==> config.mk <==
export PLATFORM = sky130hd
export DESIGN_NAME = drt_row_type_cfg
export DESIGN_NICKNAME = d
export VERILOG_FILES = /design/src/drt_pkg.sv /design/src/drt_row_decode.sv /design/src/drt_row_type_cfg.sv
export SDC_FILE = /design/constraint.sdc
export NUM_CORES = 1
export LEC_CHECK = 0
export BUFFER_PORTS_ARGS = -buffer_cell sky130_fd_sc_hd__buf_2
export CAP_MARGIN = 0
export CORE_UTILIZATION = 48
export DETAILED_ROUTE_END_ITERATION = 8
export GPL_TIMING_DRIVEN = 0
export PLACE_DENSITY_LB_ADDON = 0.12
export SETUP_SLACK_MARGIN = 0.3
export SLEW_MARGIN = 10
export SYNTH_ARGS = -nofsm -noshare
export SYNTH_HDL_FRONTEND = slang
export SYNTH_SLANG_ARGS = --single-unit
export TNS_END_PERCENT = 10
==> constraint.sdc <==
create_clock -name i_mclk -period 2.26 [get_ports i_mclk]
set_input_delay 0.113 -clock i_mclk [delete_from_list [all_inputs] [get_ports i_mclk]]
set_output_delay 0.113 -clock i_mclk [all_outputs]
set_load 0.1 [all_outputs]
==> src/drt_pkg.sv <==
// shared constants and types for the dram row boundary and row type configuration
package drt_pkg;

  // ----------------------------------------------------------------
  // register indices (byte address is four times the index)
  // ----------------------------------------------------------------
  localparam logic [7:0] IDX_BND0     = 8'h60;
  localparam logic [7:0] IDX_BND5     = 8'h65;
  localparam logic [7:0] IDX_BND3     = 8'h63;
  localparam logic [7:0] IDX_BND4     = 8'h64;
  localparam logic [7:0] IDX_RT_HIGH  = 8'h67;
  localparam int         ADDR_W       = 10;
  localparam int         NROWS        = 6;
  localparam int         BND_W        = 7;

  // ----------------------------------------------------------------
  // reset values and field positions
  // ----------------------------------------------------------------
  localparam logic [6:0] BND_RST      = 7'h02;
  localparam logic [6:0] BND_MAX      = 7'h40;  // 256 MB in 4 MB units
  localparam int         FREQ_BIT     = 7;
  localparam int         RT5_HI       = 5;
  localparam int         RT4_HI       = 4;
  localparam int         SEL_BIT      = 2;
  localparam int         RT5_LO       = 1;
  localparam int         RT4_LO       = 0;

  // ----------------------------------------------------------------
  // row type codes
  // ----------------------------------------------------------------
  localparam logic [1:0] RT_PAGE      = 2'h0;
  localparam logic [1:0] RT_EXT_OUT   = 2'h1;
  localparam logic [1:0] RT_SDRAM     = 2'h2;
  localparam logic [1:0] RT_RSVD      = 2'h3;

  typedef logic [BND_W-1:0] drt_bound_t;
  typedef logic [1:0]       drt_code_t;

  // one cycle decision handed to the dram sequencer
  typedef struct packed {
    logic       valid;
    logic       hit;
    logic [5:0] row;
    drt_code_t  code;
  } drt_cyc_s;

endpackage

==> src/drt_row_decode.sv <==
// row strobe decode and cycle timing selection for one host access
`timescale 1ns/1ps
module drt_row_decode (
  // clock and reset
  input  wire logic                  i_mclk,
  input  wire logic                  i_rst_n,
  // configuration
  input  wire drt_pkg::drt_bound_t   i_bound [drt_pkg::NROWS],
  input  wire drt_pkg::drt_code_t    i_code  [drt_pkg::NROWS],
  // access request
  input  wire logic                  i_req,
  input  wire logic [28:22]          i_addr,
  // decision
  output drt_pkg::drt_cyc_s          o_cyc
);

  drt_pkg::drt_cyc_s cyc_nxt;

  // first row whose cumulative limit lies above the address wins;
  // empty rows equal their predecessor and so never match
  always_comb begin
    cyc_nxt       = '0;
    cyc_nxt.valid = i_req;
    for (int i = 0; i < drt_pkg::NROWS; i++) begin
      if (!cyc_nxt.hit && (i_addr < i_bound[i]) && (i_addr < drt_pkg::BND_MAX)) begin
        cyc_nxt.hit    = 1'b1;
        cyc_nxt.row[i] = 1'b1;
        cyc_nxt.code   = i_code[i];
      end
    end
  end

  // decision registered so the sequencer sees a stable timing choice
  always_ff @(posedge i_mclk or negedge i_rst_n) begin
    if (!i_rst_n) begin
      o_cyc <= '0;
    end else begin
      o_cyc <= cyc_nxt;
    end
  end
endmodule

==> src/drt_row_type_cfg.sv <==
// row boundary and high row type configuration with avalon-mm register access
//
// Our own choice: register access over Avalon-MM.
`timescale 1ns/1ps
module drt_row_type_cfg (
  // clock and reset
  input  wire logic               i_mclk,
  input  wire logic               i_nrst,
  // avalon-mm slave
  input  wire logic [9:0]         i_avs_address,
  input  wire logic               i_avs_read,
  input  wire logic               i_avs_write,
  input  wire logic [31:0]        i_avs_writedata,
  input  wire logic [3:0]         i_avs_byteenable,
  output logic [31:0]             o_avs_readdata,
  output logic                    o_avs_waitrequest,
  // strap pin and host access
  input  wire logic               i_host_a27_pin,
  input  wire logic               i_cyc_req,
  input  wire logic [28:22]       i_host_addr,
  // pin sources from the dram sequencer
  input  wire logic               i_cke_a,
  input  wire logic               i_cke_b,
  input  wire logic               i_mem_addr_0,
  input  wire logic               i_mem_addr_1,
  // outputs
  output drt_pkg::drt_cyc_s       o_cyc,
  output logic                    o_clock_enable_pin_a,
  output logic                    o_clock_enable_pin_b,
  output logic [6:0]              o_top_of_mem,
  output logic                    o_host_freq_indicator
);

  // ----------------------------------------------------------------
  // reset and strap synchronisers
  // ----------------------------------------------------------------
  logic               rst_meta_r;
  logic               rst_n_r;
  logic               a27_meta_r;
  logic               a27_sync_r;

  // release is synchronised; assertion stays asynchronous
  always_ff @(posedge i_mclk or negedge i_nrst) begin
    if (!i_nrst) begin
      rst_meta_r <= 1'b0;
      rst_n_r    <= 1'b0;
    end else begin
      rst_meta_r <= 1'b1;
      rst_n_r    <= rst_meta_r;
    end
  end

  // strap chain runs on the raw reset so it is settled at release
  always_ff @(posedge i_mclk or negedge i_nrst) begin
    if (!i_nrst) begin
      a27_meta_r <= 1'b0;
      a27_sync_r <= 1'b0;
    end else begin
      a27_meta_r <= i_host_a27_pin;
      a27_sync_r <= a27_meta_r;
    end
  end

  // ----------------------------------------------------------------
  // avalon-mm handshake
  // ----------------------------------------------------------------
  logic               wait_r;
  logic               wr_go;
  logic [7:0]         idx;

  function automatic logic sel_idx(input logic [9:0] a, input logic [7:0] want);
    sel_idx = (a[1:0] == 2'h0) && (a[9:2] == want);
  endfunction

  assign idx   = i_avs_address[9:2];
  assign wr_go = i_avs_write && !wait_r && i_avs_byteenable[0];

  // one wait cycle per request; the answer edge is where the master samples low
  always_ff @(posedge i_mclk or negedge rst_n_r) begin
    if (!rst_n_r) begin
      wait_r <= 1'b1;
    end else begin
      wait_r <= !((i_avs_read || i_avs_write) && wait_r);
    end
  end

  assign o_avs_waitrequest = wait_r;

  // ----------------------------------------------------------------
  // row boundary registers
  // ----------------------------------------------------------------
  drt_pkg::drt_bound_t bound_r [drt_pkg::NROWS];

  // a row 3 or row 4 write also fills the rows above it, so program upward
  generate
    for (genvar g = 0; g < drt_pkg::NROWS; g++) begin : g_bound
      always_ff @(posedge i_mclk or negedge rst_n_r) begin
        if (!rst_n_r) begin
          bound_r[g] <= drt_pkg::BND_RST;
        end else if (wr_go && (sel_idx(i_avs_address, drt_pkg::IDX_BND0 + 8'(g)) ||
                     (g > 3 && sel_idx(i_avs_address, drt_pkg::IDX_BND3)) ||
                     (g > 4 && sel_idx(i_avs_address, drt_pkg::IDX_BND4)))) begin
          bound_r[g] <= i_avs_writedata[6:0];
        end
      end
    end
  endgenerate

  // ----------------------------------------------------------------
  // row type high register
  // ----------------------------------------------------------------
  logic               freq_r;
  logic               strap_done_r;
  logic               sel_r;
  drt_pkg::drt_code_t code4_r;
  drt_pkg::drt_code_t code5_r;
  logic               rth_wr;

  assign rth_wr = wr_go && sel_idx(i_avs_address, drt_pkg::IDX_RT_HIGH);

  // strap is caught in the first cycle after release, later writes win
  always_ff @(posedge i_mclk or negedge rst_n_r) begin
    if (!rst_n_r) begin
      freq_r       <= 1'b0;
      strap_done_r <= 1'b0;
    end else if (!strap_done_r) begin
      freq_r       <= !a27_sync_r;
      strap_done_r <= 1'b1;
    end else if (rth_wr) begin
      freq_r       <= i_avs_writedata[drt_pkg::FREQ_BIT];
    end
  end

  // row codes and pin select; bits 6 and 3 are not stored
  always_ff @(posedge i_mclk or negedge rst_n_r) begin
    if (!rst_n_r) begin
      sel_r   <= 1'b0;
      code4_r <= drt_pkg::RT_PAGE;
      code5_r <= drt_pkg::RT_PAGE;
    end else if (rth_wr) begin
      sel_r   <= i_avs_writedata[drt_pkg::SEL_BIT];
      code5_r <= {i_avs_writedata[drt_pkg::RT5_HI], i_avs_writedata[drt_pkg::RT5_LO]};
      code4_r <= {i_avs_writedata[drt_pkg::RT4_HI], i_avs_writedata[drt_pkg::RT4_LO]};
    end
  end

  // ----------------------------------------------------------------
  // read data
  // ----------------------------------------------------------------
  logic [7:0]         rd_byte;

  // unmapped and misaligned reads return zero
  always_comb begin
    rd_byte = 8'h00;
    for (int i = 0; i < drt_pkg::NROWS; i++) begin
      if (sel_idx(i_avs_address, drt_pkg::IDX_BND0 + 8'(i))) begin
        rd_byte = {1'b0, bound_r[i]};
      end
    end
    if (sel_idx(i_avs_address, drt_pkg::IDX_RT_HIGH)) begin
      rd_byte[drt_pkg::FREQ_BIT] = freq_r;
      rd_byte[drt_pkg::RT5_HI]  = code5_r[1];
      rd_byte[drt_pkg::RT4_HI]  = code4_r[1];
      rd_byte[drt_pkg::SEL_BIT] = sel_r;
      rd_byte[drt_pkg::RT5_LO]  = code5_r[0];
      rd_byte[drt_pkg::RT4_LO]  = code4_r[0];
    end
  end

  // data is loaded at the edge that drops waitrequest and holds after
  always_ff @(posedge i_mclk or negedge rst_n_r) begin
    if (!rst_n_r) begin
      o_avs_readdata <= 32'h0000_0000;
    end else if (i_avs_read && wait_r) begin
      o_avs_readdata <= {24'h00_0000, rd_byte};
    end
  end

  // ----------------------------------------------------------------
  // pins, top of memory, frequency flag
  // ----------------------------------------------------------------
  // rows 0 to 3 run page mode timing; their types are held elsewhere
  drt_pkg::drt_code_t code_all [drt_pkg::NROWS];
  assign code_all[0] = drt_pkg::RT_PAGE;
  assign code_all[1] = drt_pkg::RT_PAGE;
  assign code_all[2] = drt_pkg::RT_PAGE;
  assign code_all[3] = drt_pkg::RT_PAGE;
  assign code_all[4] = code4_r;
  assign code_all[5] = code5_r;

  // pin mux and clamp registered so outputs come from flip-flops
  always_ff @(posedge i_mclk or negedge rst_n_r) begin
    if (!rst_n_r) begin
      o_clock_enable_pin_a  <= 1'b0;
      o_clock_enable_pin_b  <= 1'b0;
      o_top_of_mem          <= drt_pkg::BND_RST;
    end else begin
      o_clock_enable_pin_a  <= sel_r ? i_mem_addr_0 : i_cke_a;
      o_clock_enable_pin_b  <= sel_r ? i_mem_addr_1 : i_cke_b;
      o_top_of_mem          <= (bound_r[5] > drt_pkg::BND_MAX) ? drt_pkg::BND_MAX
                                                               : bound_r[5];
    end
  end

  assign o_host_freq_indicator = freq_r;

  drt_row_decode u_dec (
    .i_mclk  (i_mclk),
    .i_rst_n (rst_n_r),
    .i_bound (bound_r),
    .i_code  (code_all),
    .i_req   (i_cyc_req),
    .i_addr  (i_host_addr),
    .o_cyc   (o_cyc)
  );
endmodule

==> run_results.csv <==
group,metric,value,unit
layout,multi_input_area,0.00218,mm^2
yosys,synth_edf_count,0,
yosys,yosys_warnings,0,
worst_setup_path,critical_path_required,2500,ps
route,via_per_inst,5.34,
cts,clockBufferDepth,2,
yosys,ys_ff_latch,81,
worst_setup_path,crit_path_end_kind,"flop",
cts,root_buffer,"clkbuf_8",
yosys,netlist.area_leader.share,0.409,
route,wl_per_cell,16.4,um
sta,max_freq,510,MHz
layout,fin_cells,637,
floorplan,rows,34,
sta,rsz0062_at_grt,"yes",
yosys,syn-cell-area,0.00446,mm^2
worst_setup_path,arrival,2200,ps
worst_setup_path,path_class,"reg -> reg",
global_routing,grt_pass1_vias,3249,
global_routing,grt_pass1_wl,16.9,mm
sta,relSlewSlack,0.584,
sta,fin_crit,1960,ps
pwr,ir_drop,0.000342,V
place,gp_congestion,0.861,
yosys,yosysTopAreaCell,"dfrtp_1",
route,drt-initial-drc-count,178,
cts,cts_tree,"built",
cts,clock_sinks,81,
status,violations,"DRC",
cts,cts_buffers,9,
place,portBuffers,62,
global_routing,antenna_found_initial,0,
yosys,synthDistinctLibCells,53,
sta,hold_violations,0,
sta,skew,19.2,ps
floorplan,dieArea,0.00969,mm^2
route,antenna_left,0,
min_path,hold_class,"in -> reg",
global_routing,grt_max_degree,41,
layout,seqCellArea,0.00204,mm^2
status,status,"complete, but fails checks",
yosys,yosys-top-cells-area,"dfrtp_1 41%, ha_1 10%, mux2_2 9.3%, dfstp_2 4.7%, buf_4 4.0%",
place,dp_hpwl,7.87,mm
route,wirelength,10.4,mm
global_routing,grt_usage,0.229,
sta,fin_crit_sh,0.868,
floorplan,ios,116,
cts,cts-htree-levels,3,
route,via_count,3399,
floorplan,die_height,98.4,um
layout,nFillCells,781,
place,dpl_worst_slack,-184,ps
yosys,synth.avg_cell_area,10.8,um^2
worst_setup_path,critPathMaxFanout,7,
route,first_pass_iters,9,
pwr,p_leak,0.00270,uW
job,drv_cap,0,
yosys,syn_inst,414,
layout,area_growth,20.4,%
layout,diodes,0,
floorplan,die_x,98.4,um
yosys,yosysSeqAreaShare,0.456,
sta,setup_viol,0,
floorplan,core,0.00885,mm^2
yosys,async_flop_share,1.00,
layout,drive_gt1_frac,0.346,
sta,worstMarginPinSlew,621,ps
cts,clkSlewWorstSetupHoldPaths,80,ps
yosys,synth_ff_type,"dfrtp_1",
sta,setup_slack,298,ps
place,post-place-cells,609,
sta,final_max_slew_viol_count,0,
floorplan,initial_core_util,0.504,
pwr,cellPowerDensity,600,mW/mm^2
layout,num-nets-final,623,
global_routing,grt_overflow,0,
worst_setup_path,critical_path.startpoint_type,"flop",
route,drcViolationCount,4,
cts,clock_latency,370,ps
state kept, by name, indices dropped and copies added (netlist names):
register and cells:
rst_meta_r 1, o_host_freq_indicator 1, o_avs_readdata 8, a27_meta_r 1, o_avs_waitrequest 1, rst_n_r 1, a27_sync_r 1, strap_done_r 1
code4_r 2, bound_r 42, u_dec.o_cyc 10, sel_r 1, code5_r 2, o_top_of_mem 7, o_clock_enable_pin_b 1, o_clock_enable_pin_a 1
cell usage after synthesis (all sizes together) (2+ instances only):
cell    number
mux4         4
nor2        22
conb         2
nand3b       2
nor3b        2
o211ai       3
nor2b        4
a211oi       7
o22ai        2
mux2i        3
a211o        3
ha          36
a22o         2
mux2        37
clkbuf       5
a31oi        4
or3          2
inv         38
nand2b       4
a21o         6
nand2       39
o21ai       27
nand4        4
a22oi        4
a21oi       15
dfstp        8
nor3         4
nand3        9
dfrtp       73
buf         29
a31o         2
critical path, stage by stage, from the launching register on:
cell,delay [ps]
dfstp_2,400
nand3b_1,380
nor3_2,400
nand3_2,290
mux2_2,370
per-stage QoR:
| stage | hold slack (ps) | area (um^2) | utilization | setup TNS (ps) | power [uW] |
|---|---|---|---|---|---|
| after global placement | -75.8 | 5000 | 0.565 | -164 | 2130 |
| after global routing | 40.2 | 5370 | 0.607 | 0 | 3350 |
| final | 37.2 | 5370 | 0.607 | 0 | 3220 |
| after floorplan | -183 | 4550 | - | 0 | 2010 |
| after detailed placement | -72.9 | 5020 | 0.568 | -184 | 2150 |
| after CTS | 32.0 | 5360 | 0.605 | 0 | 3240 |
routing by layer:
metal / track usage / up-vias / part of all wire
li1: - / 1623 / -
met1: 0.313 / 1648 / 0.43
met2: 0.383 / 117 / 0.50
met3: 0.0426 / 11 / 0.069
met4: 0.0494 / 0 / 0.0085
met5: 0 / - / 0
layout by cell type (no fill, tap or decap), types with 21 or more instances in the layout:
master,count
ha_1,35
buf_4,27
buf_2,66
nand2_1,36
dfrtp_1,72
o21ai_0,21
mux2_2,37
conb_1,26
nor2_1,22
inv_1,37
timing repair:
| action | CTS | global route |
|---|---|---|
| hold endpoints to repair | 9 | 0 |
| pin swaps | 3 | 8 |
| resized for setup | 10 | 6 |
| endpoints found under the setup margin | 12 | 31 |
| buffers inserted | 3 | 0 |
| hold buffers | 9 | 0 |
power by group:
part,internal [uW],total (uW),switching [uW]
registers,1480,1510,27.9
logic,153,639,486
clock network,539,1080,538
total,2170,3220,1050
cell type report:
class / count / area share
Multi-Input combinational cell: 285 / 0.406
Sequential cell: 81 / 0.380
Timing Repair Buffer: 75 / 0.0825
Buffer: 34 / 0.0431
Inverter: 38 / 0.0266
Clock buffer: 11 / 0.0263
Tap cell: 108 / 0.0252
Clock inverter: 5 / 0.0105
logic make-up (layout without fill, tap and decap cells):
kind of cell | after synthesis | count (layout) | share of synthesized area
buffers and inverters | 72 | 163 | 0.0835
other | 2 | 26 | 0.00168
AOI/OAI and AO/OA | 82 | 82 | 0.119
and+or+nand+nor | 97 | 97 | 0.118
muxes | 44 | 44 | 0.120
DFF | 81 | 81 | 0.456
adders and majority gates | 36 | 36 | 0.101
worst paths after layout:
check | startpoint | end | slack (ps) | cells past startpoint
setup / recovery | o_avs_waitrequest$_DFF_PN1_ | bound_r[32]$_DFFE_PN0P_ | 300 | 4
hold / removal | i_avs_read | o_avs_readdata[7]$_DFFE_PN0P_ | 40 | 3
setup reg to reg | o_avs_waitrequest$_DFF_PN1_ | bound_r[32]$_DFFE_PN0P_ | 300 | 4
hold reg to reg | rst_n_r$_DFF_PN0_ | o_clock_enable_pin_a$_DFF_PN0_ | 300 | 0
max in group asynchronous | rst_n_r$_DFF_PN0_ | bound_r[15]$_DFFE_PN1P_ | 1310 | 1
min in group asynchronous | i_nrst | rst_meta_r$_DFF_PN0_ | 80 | 2
Note: power is estimated with default switching activity, not from simulation.
